`config.mk`:
```
export PLATFORM = sky130hd
export DESIGN_NAME = uoc_ctrl
export DESIGN_NICKNAME = d
export VERILOG_FILES = /design/src/logic/uoc_len_mem.v /design/src/logic/uoc_irq.v /design/src/logic/uoc_ctrl.v
export VERILOG_INCLUDE_DIRS = /design/src /design/src/logic
export SDC_FILE = /design/constraint.sdc
export NUM_CORES = 1
export LEC_CHECK = 0
export BUFFER_PORTS_ARGS = -buffer_cell sky130_fd_sc_hd__clkbuf_2
export CAP_MARGIN = 20
export CORE_ASPECT_RATIO = 0.7
export CORE_MARGIN = 4
export CORE_UTILIZATION = 51
export DETAILED_ROUTE_END_ITERATION = 6
export PLACE_DENSITY = 0.8
export SYNTH_ARGS = -nofsm -noshare
export SYNTH_HDL_FRONTEND = slang
export SYNTH_SLANG_ARGS = --single-unit
```
`constraint.sdc`:
```
create_clock -name clk_sys -period 2.8 [get_ports clk_sys]
set_input_delay 0.28 -clock clk_sys [delete_from_list [all_inputs] [get_ports clk_sys]]
set_output_delay 0.28 -clock clk_sys [all_outputs]
set_load 0.005 [all_outputs]
```
`src/logic/uoc_map.vh`:
```
// Register map, field positions, reset values and codes of the endpoint controller
`ifndef UOC_MAP_VH
`define UOC_MAP_VH
// ==========================================
// Register offsets
`define UOC_A_INDEX 8'h0e
`define UOC_A_IN_HI 8'h12
`define UOC_A_OUT_LO 8'h14
`define UOC_A_OUT_HI 8'h15
`define UOC_A_CNT_LO 8'h16
`define UOC_A_CNT_HI 8'h17
`define UOC_A_IRQ_STAT 8'h20
`define UOC_A_IRQ_MASK 8'h21
// ==========================================
// IN control high byte fields
`define UOC_IH_DBL 7
`define UOC_IH_ISO 6
`define UOC_IH_DIR 5
`define UOC_IH_FORCE_TOGGLE_SWITCH 3
`define UOC_IH_SPLIT 2
`define UOC_IH_WMASK 8'hec
// ==========================================
// OUT control low and high byte fields
`define UOC_OL_CLRDT 7
`define UOC_OL_STALL_SENT_FLAG 6
`define UOC_OL_SEND_STALL_REQUEST 5
`define UOC_OL_FLUSH 4
`define UOC_OL_DERR 3
`define UOC_OL_OVR 2
`define UOC_OL_FULL 1
`define UOC_OL_OPR 0
`define UOC_OH_DBL 7
`define UOC_OH_ISO 6
`define UOC_OH_WMASK 8'hc0
// ==========================================
// Reset values and handshake codes
`define UOC_RST_BYTE 8'h00
`define UOC_RST_MASK 3'h7
`define UOC_HS_ACK 2'h0
`define UOC_HS_NAK 2'h1
`define UOC_HS_STALL 2'h2
`define UOC_LEN_W 10
`endif

```
`src/logic/uoc_len_mem.v`:
```
// Byte-count memory: two packet slots for each of the three OUT endpoints
`timescale 1ns/1ps
module uoc_len_mem (
  // Clock
  input wire clk_sys,
  // Write port
  input wire wr_en,
  input wire [2:0] wr_addr,
  input wire [9:0] wr_data,
  // Registered read port
  input wire [2:0] rd_addr,
  output reg [9:0] rd_data_r
);
  reg [9:0] mem [0:7];

  always @(posedge clk_sys) begin
    if (wr_en) begin
      mem[wr_addr] <= wr_data;
    end
    rd_data_r <= mem[rd_addr];
  end
endmodule

```
`src/logic/uoc_irq.v`:
```
// Sticky interrupt status with write-one-to-clear, mask and level output
`timescale 1ns/1ps
`include "uoc_map.vh"
module uoc_irq (
  // Clock and reset
  input wire clk_sys,
  input wire srst,
  // Events and register writes
  input wire [2:0] event_in,
  input wire wr_stat,
  input wire wr_mask,
  input wire [2:0] wdata,
  // State
  output reg [2:0] stat_r,
  output reg [2:0] mask_r,
  output reg irq_r
);
  reg [2:0] stat_nxt;
  reg [2:0] mask_nxt;

  always @* begin
    // Event set wins over a clear in the same cycle
    stat_nxt = (stat_r & ~(wr_stat ? wdata : 3'h0)) | event_in;
    mask_nxt = wr_mask ? wdata : mask_r;
  end

  always @(posedge clk_sys) begin
    if (srst) begin
      stat_r <= 3'h0;
      mask_r <= `UOC_RST_MASK;
      irq_r <= 1'b0;
    end else begin
      stat_r <= stat_nxt;
      mask_r <= mask_nxt;
      irq_r <= |(stat_nxt & mask_nxt);
    end
  end
endmodule

```
`src/logic/uoc_ctrl.v`:
```
// Endpoint 1-3 controller: IN high control byte and OUT receive handling
//
// Contract
// IN double-buffer enable bit turns IN FIFO double buffering on or off.
// Split set gives upper FIFO half to IN, lower half to OUT.
// Two low bits of IN control high read zero, writes ignored.
// OUT endpoints do bulk, interrupt, isochronous; bulk and interrupt identical.
// OUT isochronous select bit picks isochronous, else bulk/interrupt mode.
// OUT interrupt on packet-ready set and on every stall.
// Bulk OUT token plus data sets packet-ready and interrupts.
// Count registers show byte count of the packet awaiting unload.
// Firmware unloads packet then writes zero to packet-ready.
// Send-stall set answers every bulk OUT with STALL.
// Each STALL sets stall-sent and interrupts; firmware clears by writing zero.
// Second buffered packet re-sets packet-ready after clear, second interrupt.
// Firmware should double buffer isochronous OUT endpoints.
// Isochronous packet is stored, packet-ready set, interrupt if enabled.
// Isochronous packet with no room sets overrun and interrupts.
// Isochronous CRC-bad packet stored, packet-ready set, data-error set.
// Firmware checks data-error on each isochronous unload.
// Unsplit FIFO direction follows direction select; ignored when split.
// Force-toggle off flips IN toggle on ACK; on flips every packet.
`timescale 1ns/1ps
`include "uoc_map.vh"
module uoc_ctrl (
  // Clock and reset
  input wire clk_sys,
  input wire srst,
  // Register port
  input wire [7:0] reg_addr,
  input wire [7:0] reg_wdata,
  input wire reg_wr,
  input wire reg_rd,
  output reg [7:0] reg_rdata_r,
  // OUT packet events from the packet engine
  input wire out_done,
  input wire [1:0] out_ep,
  input wire [9:0] out_len,
  input wire out_crc_err,
  // Handshake decision for the packet engine
  output reg hs_valid_r,
  output reg hs_send_r,
  output reg [1:0] hs_code_r,
  // IN transmit events
  input wire in_sent,
  input wire in_acked,
  input wire [1:0] in_ep,
  // Data toggles, one bit per endpoint 1-3
  output reg [2:0] in_toggle_r,
  output reg [2:0] out_toggle_r,
  // FIFO configuration for the storage
  output reg [2:0] in_dbl_en_r,
  output reg [5:0] fifo_in_owns_r,
  output reg [2:0] out_ready_r,
  // Interrupt
  output wire usb_irq
);
  // ==========================================
  // Helpers
  function ep_ok;
    input [1:0] n;
    begin
      ep_ok = (n != 2'h0);
    end
  endfunction

  function [1:0] ep_idx;
    input [1:0] n;
    begin
      ep_idx = n - 2'h1;
    end
  endfunction

  // ==========================================
  // State
  reg [1:0] index_r;
  reg [7:0] in_hi_r [0:2];
  reg [7:0] out_hi_r [0:2];
  reg [2:0] opr_r;
  reg [2:0] rearm_r;
  reg [2:0] send_stall_request_r;
  reg [2:0] stall_sent_flag_r;
  reg [2:0] ovr_r;
  reg [1:0] pend_r [0:2];
  reg [2:0] wr_ptr_r;
  reg [2:0] rd_ptr_r;
  reg [5:0] crc_r;
  // One loop index per process so that no variable has two drivers
  integer e;
  integer c;
  integer t;
  integer f;

  wire [2:0] irq_stat;
  wire [2:0] irq_mask;
  wire [9:0] head_len;

  // ==========================================
  // Decode of the register port
  wire sel_ok = ep_ok(index_r);
  wire [1:0] sel = ep_idx(index_r);
  wire wr_in_hi = reg_wr && sel_ok && (reg_addr == `UOC_A_IN_HI);
  wire wr_out_lo = reg_wr && sel_ok && (reg_addr == `UOC_A_OUT_LO);
  wire wr_out_hi = reg_wr && sel_ok && (reg_addr == `UOC_A_OUT_HI);
  wire wr_stat = reg_wr && (reg_addr == `UOC_A_IRQ_STAT);
  wire wr_mask = reg_wr && (reg_addr == `UOC_A_IRQ_MASK);
  wire rx_ok = out_done && ep_ok(out_ep);
  wire [1:0] rx_ep = ep_idx(out_ep);

  // ==========================================
  // Per-endpoint receive decisions
  reg [2:0] acc_v;
  reg [2:0] iso_v;
  reg [2:0] room_v;
  reg [2:0] store_v;
  reg [2:0] stall_v;
  reg [2:0] ovr_v;
  reg [2:0] unl_v;
  reg [2:0] event_v;
  reg [1:0] cap;

  always @* begin
    acc_v = 3'h0;
    iso_v = 3'h0;
    room_v = 3'h0;
    store_v = 3'h0;
    stall_v = 3'h0;
    ovr_v = 3'h0;
    unl_v = 3'h0;
    event_v = 3'h0;
    cap = 2'h1;
    for (c = 0; c < 3; c = c + 1) begin
      acc_v[c] = rx_ok && (rx_ep == c[1:0]);
      iso_v[c] = out_hi_r[c][`UOC_OH_ISO];
      cap = out_hi_r[c][`UOC_OH_DBL] ? 2'h2 : 2'h1;
      room_v[c] = (pend_r[c] < cap);
      if (iso_v[c]) begin
        // Isochronous: CRC-bad data is kept and flagged
        store_v[c] = acc_v[c] && room_v[c];
        ovr_v[c] = acc_v[c] && !room_v[c];
      end else begin
        // Bulk and interrupt share this path; CRC-bad data is dropped
        stall_v[c] = acc_v[c] && send_stall_request_r[c];
        store_v[c] = acc_v[c] && !send_stall_request_r[c] && room_v[c] && !out_crc_err;
      end
      // Clearing packet-ready or flushing retires the head packet
      unl_v[c] = wr_out_lo && (sel == c[1:0]) && opr_r[c] &&
                 (!reg_wdata[`UOC_OL_OPR] || reg_wdata[`UOC_OL_FLUSH]);
      event_v[c] = (!opr_r[c] && (store_v[c] || rearm_r[c])) || stall_v[c] || ovr_v[c];
    end
  end

  // ==========================================
  // Byte-count slots
  wire mem_we = |store_v;
  wire [2:0] mem_waddr = {rx_ep, wr_ptr_r[rx_ep]};
  wire [2:0] mem_raddr = {sel, rd_ptr_r[sel]};

  uoc_len_mem u_len_mem (
    .clk_sys(clk_sys),
    .wr_en(mem_we),
    .wr_addr(mem_waddr),
    .wr_data(out_len),
    .rd_addr(mem_raddr),
    .rd_data_r(head_len)
  );

  // ==========================================
  // Interrupt status and mask
  uoc_irq u_irq (
    .clk_sys(clk_sys),
    .srst(srst),
    .event_in(event_v),
    .wr_stat(wr_stat),
    .wr_mask(wr_mask),
    .wdata(reg_wdata[2:0]),
    .stat_r(irq_stat),
    .mask_r(irq_mask),
    .irq_r(usb_irq)
  );

  // ==========================================
  // Endpoint state
  always @(posedge clk_sys) begin
    if (srst) begin
      index_r <= 2'h0;
      opr_r <= 3'h0;
      rearm_r <= 3'h0;
      send_stall_request_r <= 3'h0;
      stall_sent_flag_r <= 3'h0;
      ovr_r <= 3'h0;
      wr_ptr_r <= 3'h0;
      rd_ptr_r <= 3'h0;
      crc_r <= 6'h00;
      for (e = 0; e < 3; e = e + 1) begin
        in_hi_r[e] <= `UOC_RST_BYTE;
        out_hi_r[e] <= `UOC_RST_BYTE;
        pend_r[e] <= 2'h0;
      end
    end else begin
      if (reg_wr && (reg_addr == `UOC_A_INDEX)) begin
        index_r <= reg_wdata[1:0];
      end
      for (e = 0; e < 3; e = e + 1) begin
        if (wr_in_hi && (sel == e[1:0])) begin
          in_hi_r[e] <= reg_wdata & `UOC_IH_WMASK;
        end
        if (wr_out_hi && (sel == e[1:0])) begin
          out_hi_r[e] <= reg_wdata & `UOC_OH_WMASK;
        end
        if (wr_out_lo && (sel == e[1:0])) begin
          send_stall_request_r[e] <= reg_wdata[`UOC_OL_SEND_STALL_REQUEST];
        end
        // Stall-sent: hardware set beats firmware's write of zero
        if (stall_v[e]) begin
          stall_sent_flag_r[e] <= 1'b1;
        end else if (wr_out_lo && (sel == e[1:0]) && !reg_wdata[`UOC_OL_STALL_SENT_FLAG]) begin
          stall_sent_flag_r[e] <= 1'b0;
        end
        if (ovr_v[e]) begin
          ovr_r[e] <= 1'b1;
        end else if (wr_out_lo && (sel == e[1:0]) && !reg_wdata[`UOC_OL_OVR]) begin
          ovr_r[e] <= 1'b0;
        end
        pend_r[e] <= pend_r[e] + {1'b0, store_v[e]} - {1'b0, unl_v[e]};
        // Packet-ready drops for one cycle on unload, then returns if a
        // second packet waits, so firmware sees a fresh edge and interrupt
        rearm_r[e] <= unl_v[e] && ((pend_r[e] + {1'b0, store_v[e]}) > 2'h1);
        if (unl_v[e]) begin
          opr_r[e] <= 1'b0;
        end else if (store_v[e] || rearm_r[e]) begin
          opr_r[e] <= 1'b1;
        end
        if (store_v[e]) begin
          wr_ptr_r[e] <= ~wr_ptr_r[e];
          crc_r[{e[1:0], wr_ptr_r[e]}] <= out_crc_err;
        end
        if (unl_v[e]) begin
          rd_ptr_r[e] <= ~rd_ptr_r[e];
        end
      end
    end
  end

  // ==========================================
  // Data toggles
  always @(posedge clk_sys) begin
    if (srst) begin
      in_toggle_r <= 3'h0;
      out_toggle_r <= 3'h0;
    end else begin
      for (t = 0; t < 3; t = t + 1) begin
        if (ep_ok(in_ep) && (ep_idx(in_ep) == t[1:0])) begin
          if (in_hi_r[t][`UOC_IH_FORCE_TOGGLE_SWITCH] ? in_sent : in_acked) begin
            in_toggle_r[t] <= ~in_toggle_r[t];
          end
        end
        if (wr_out_lo && (sel == t[1:0]) && reg_wdata[`UOC_OL_CLRDT]) begin
          out_toggle_r[t] <= 1'b0;
        end else if (store_v[t] && !iso_v[t]) begin
          out_toggle_r[t] <= ~out_toggle_r[t];
        end
      end
    end
  end

  // ==========================================
  // Handshake toward the packet engine
  always @(posedge clk_sys) begin
    if (srst) begin
      hs_valid_r <= 1'b0;
      hs_send_r <= 1'b0;
      hs_code_r <= `UOC_HS_NAK;
    end else begin
      hs_valid_r <= rx_ok;
      // Isochronous traffic carries no handshake; bad CRC gets silence unless send-stall is set, which still sends STALL
      hs_send_r <= rx_ok && !iso_v[rx_ep] && (send_stall_request_r[rx_ep] || !out_crc_err);
      if (|stall_v) begin
        hs_code_r <= `UOC_HS_STALL;
      end else if (|store_v) begin
        hs_code_r <= `UOC_HS_ACK;
      end else begin
        hs_code_r <= `UOC_HS_NAK;
      end
    end
  end

  // ==========================================
  // FIFO configuration
  always @(posedge clk_sys) begin
    if (srst) begin
      in_dbl_en_r <= 3'h0;
      fifo_in_owns_r <= 6'h00;
      out_ready_r <= 3'h0;
    end else begin
      out_ready_r <= opr_r;
      for (f = 0; f < 3; f = f + 1) begin
        in_dbl_en_r[f] <= in_hi_r[f][`UOC_IH_DBL];
        // Two bits per endpoint: IN owns upper half, IN owns lower half
        if (in_hi_r[f][`UOC_IH_SPLIT]) begin
          fifo_in_owns_r[2*f +: 2] <= 2'h2;
        end else begin
          fifo_in_owns_r[2*f +: 2] <= {2{in_hi_r[f][`UOC_IH_DIR]}};
        end
      end
    end
  end

  // ==========================================
  // Read data, one cycle after the strobe
  always @(posedge clk_sys) begin
    if (srst) begin
      reg_rdata_r <= 8'h00;
    end else if (reg_rd) begin
      case (reg_addr)
        `UOC_A_INDEX: reg_rdata_r <= {6'h00, index_r};
        `UOC_A_IN_HI: reg_rdata_r <= sel_ok ? in_hi_r[sel] : 8'h00;
        `UOC_A_OUT_HI: reg_rdata_r <= sel_ok ? out_hi_r[sel] : 8'h00;
        `UOC_A_OUT_LO: begin
          if (sel_ok) begin
            reg_rdata_r <= {1'b0, stall_sent_flag_r[sel], send_stall_request_r[sel], 1'b0,
                            opr_r[sel] & crc_r[{sel, rd_ptr_r[sel]}], ovr_r[sel],
                            ~room_v[sel], opr_r[sel]};
          end else begin
            reg_rdata_r <= 8'h00;
          end
        end
        // Count shows the head slot; zero when nothing waits
        `UOC_A_CNT_LO: begin
          reg_rdata_r <= (sel_ok && opr_r[sel]) ? head_len[7:0] : 8'h00;
        end
        `UOC_A_CNT_HI: begin
          reg_rdata_r <= (sel_ok && opr_r[sel]) ? {6'h00, head_len[9:8]} : 8'h00;
        end
        `UOC_A_IRQ_STAT: reg_rdata_r <= {5'h00, irq_stat};
        `UOC_A_IRQ_MASK: reg_rdata_r <= {5'h00, irq_mask};
        default: reg_rdata_r <= 8'h00;
      endcase
    end else begin
      reg_rdata_r <= 8'h00;
    end
  end
endmodule

```
==> summary.txt <==
Clocking
  • Clk sinks: 177
  • CTS H-tree depth: 4
  • Clock Tree Buf Depth: 2
  • CTS Buf Count: 17
  • CTS tree: built
  • CTS-repair resized insts: 0
  • Hold buffers post-CTS: 0
  • Worst skew pair latency: 0.43 ns
  • Post-CTS Repair Setup Buffers: 0
  • Clock Pin Slew Worst Setup and Hold Paths: 0.07 ns
  • Root buffer cell: clkbuf_16

Synth
  • Async SR Flop Fraction: 0%
  • Synth Cell Area: 7570 sq um
  • Yosys cell types: 68
  • Synth Instances: 615
  • Average size of a mapped cell: 12.3 sq um
  • Yosys Warn Count: 0
  • Synthesis-stage register bit count: 177
  • Number of enable flip-flop cells after synthesis: 95
  • Register area share after synthesis: 59.4%
  • Ys flop type: edfxtp_1

Timing
  • Final slew viol count: 0
  • Relative slew slack: 58.3%
  • Clock Skew: 0.00775 ns
  • Unrepaired setup endpoints after global routing: false
  • Fmax: 382 MHz
  • Final hold vios: 0
  • # setup viols final: 0
  • Final TNS setup: 0 ns
  • Worst-Margin Slew: 0.621 ns
  • Final period utilization: 93.5%
  • Period minus WS final: 2.62 ns

Die
  • Chip height: 110 um
  • Initial Util: 53.2%
  • Die Area: 16900 sq um
  • Io pins: 69
  • Die width: 154 um
  • Core area: 14200 sq um
  • Num rows: 36

Final layout
  • Area Overhead vs Synth: 16.5%
  • Ratio of cells with drive above 1 in the final layout: 22.1%
  • Final core occ: 62.0%
  • Antenna cells: 0
  • Nets@finish: 762

Placement
  • DP HPWL: 13600 um
  • Routability cong.: 0.951
  • Port-buffer cells: 68

Hold path
  • Critical hold path startpoint: out_len[4]
  • Hold path depth: 1
  • Hold EP: u_len_mem.mem[2][4]
  • Hold/Removal Path Class: input port to flip-flop

Setup path
  • CP endpoint kind: flip-flop
  • WP data required: 3.15 ns
  • Crit path launch type: flip-flop
  • Worst-case reg-to-reg path depth: 8
  • FF-to-FF Start: index_r[1]
  • Reg-to-Reg End: reg_rdata_r[6]
  • Reg2Reg Setup Slack: 0.18 ns
  • Crit path max fanout: 18
  • CP Data Arrival Time: 2.97 ns
  • Critical path class: flip-flop to flip-flop

Job
  • Max-cap violations: 0

Power and ir drop
  • Net switching power: 0.00125 W
  • Internal power: 0.00425 W
  • Pwr/cell area: 624 nW/um^2
  • Clock power share: 43.8%
  • VDD IR max: 391 uV
  • Comb power frac: 4.8%
  • Seq pwr share: 51.5%
  • Leakage: 3.28 nW
  • Sw Ratio: 22.7%

GRT
  • Total GRT Usage: 23.2%
  • Initial antenna violation count: 0
  • Largest net degree at the start of global routing: 46
  • Grt ovf: 0
  • Vias in the first global route: 5418
  • First-pass GRT wire length: 29700 um

Route
  • DR vias/cell: 5.85
  • Final ANT Viol Nets: 0
  • Initial drt markers: 512
  • Detailed-route via count: 5322
  • TritonRoute pass-1 iters: 5
  • Post-Route WL: 18500 um
  • Drt wl/cell: 20.3 um
  • Residual DRC: 0

Outcome
  • Run status: complete, no violations
logic make-up (layout without fill, tap and decap cells):
family                   after synthesis  after routing  synth area share (%)
XOR/XNOR                              16             16                  1.85
adder cells (fa/ha/maj)               17             17                  2.81
AND/OR/NAND/NOR                      207            207                  14.7
flip-flops                           177            177                  59.4
multiplexers                          52             52                  9.54
AO/OA/AOI/OAI                         93             93                  8.88
other                                  1             14                0.0495
buffers and inverters                 52            144                  2.84
power groups by stage:
stage	combinational, W	clock (W)	sequential [W]
finish	0.000263	0.00241	0.00283
global route	0.000292	0.00257	0.00284
CTS	0.000261	0.00243	0.00283
detailed placement	0.000259	0	0.00289
global placement	0.000251	0	0.00289
floorplan	0.000142	0	0.00288
state kept, by name (all words and copies together) (netlist names), 6 cells and up:
name	cells
crc_r	6
fifo_in_owns_r	6
in_hi_r	15
out_hi_r	6
pend_r	6
reg_rdata_r	8
u_len_mem.mem	74
u_len_mem.rd_data_r	10
cells in the mapped netlist, drive strengths merged, types with 4 or more instances:
library cell  count  area, sq um
edfxtp           95         2850
dfxtp            82         1640
nor2             58          218
nand2            48          180
inv              27          101
mux2i            26          260
a21oi            24          120
clkbuf           17         63.8
ha               17          213
mux4             15          338
o21ai            15         75.1
and2             14         87.6
nand3            14         75.1
nor3             12         60.1
xnor2            12          105
mux2             11          124
nor2b            11         68.8
nor3b             9         67.6
a211oi            8         60.1
buf               8         50.1
a21o              6         45.0
a31oi             6         37.5
nand3b            6         45.0
nand2b            5         31.3
nor4              5         58.8
nand4             4         25.0
nor4b             4         47.6
o31ai             4         30.0
xor2              4         35.0
per-layer routing:
layer | wire [um] | up-vias | GRT usage (%)
met4 | 225 | 0 | 5.36
met5 | 0 | - | 0
met1 | 7900 | 2583 | 31.9
met2 | 8240 | 277 | 35.4
met3 | 2120 | 28 | 8.65
li1 | - | 2434 | -
stage by stage:
stage / cells / total power (W) / hold WS (ns) / worst slack, ns / instance area, sq um
final: 910 / 0.00551 / 0.126 / 0.182 / 8820
after floorplan: 628 / 0.00302 / 0.361 / 0.271 / 7620
after detailed placement: 878 / 0.00315 / 0.438 / 0.126 / 8220
after global placement: 878 / 0.00314 / 0.442 / 0.241 / 8220
after global routing: 910 / 0.00570 / 0.127 / 0.0634 / 8820
after CTS: 910 / 0.00553 / 0.119 / 0.270 / 8820
cells in the final DEF (no fill, tap or decap), types with 4 or more instances in the layout:
cell type and n:
clkinv_4 4, xnor2_1 12, conb_1 14, a21oi_1 24
nor3b_1 9, nand2_1 48, a31oi_1 6, mux4_2 15
nand3_1 13, nand4_1 4, dfxtp_1 81, nand3b_1 6
nor3_1 12, nand2b_1 5, o21ai_1 11, ha_1 17
clkbuf_2 68, and2_1 14, nor2_1 58, edfxtp_1 95
xor2_1 4, mux2_2 11, a21o_1 6, inv_1 24
o31ai_1 4, clkbuf_16 17, mux2i_1 26, buf_4 17
a211oi_1 8, nor2b_1 11
critical path, stage by stage (launching register included):
cell	delay [ns]
dfxtp_1	0.46
inv_1	0.11
ha_1	0.53
buf_4	0.33
inv_2	0.20
o211ai_1	0.13
o21ai_1	0.10
or4_1	0.49
a21oi_1	0.18
area by class of cell:
| class | instances | area (sq um) |
|---|---|---|
| Timing Repair Buffer | 85 | 468 |
| Sequential cell | 177 | 4500 |
| Clock buffer | 19 | 433 |
| Tap cell | 190 | 238 |
| Fill cell | 1138 | 5420 |
| Clock inverter | 13 | 170 |
| Multi-Input combinational cell | 399 | 2910 |
| Inverter | 27 | 101 |
worst max-delay path by stage:
stage              startpoint                      to  slack [ns]  cells past startpoint
4_1_cts            index_r[1]          reg_rdata_r[6]        0.27                      8
3_3_place_gp        out_ep[0]     u_len_mem.mem[4][6]        0.24                      9
6_report           index_r[1]          reg_rdata_r[6]        0.18                      8
3_5_place_dp        out_ep[0]     u_len_mem.mem[4][2]        0.13                      9
2_1_floorplan      index_r[0]  u_len_mem.rd_data_r[2]        0.27                      8
5_1_grt        out_hi_r[2][1]     u_len_mem.mem[5][1]        0.06                      8
Power figures use the tool's default switching activity.
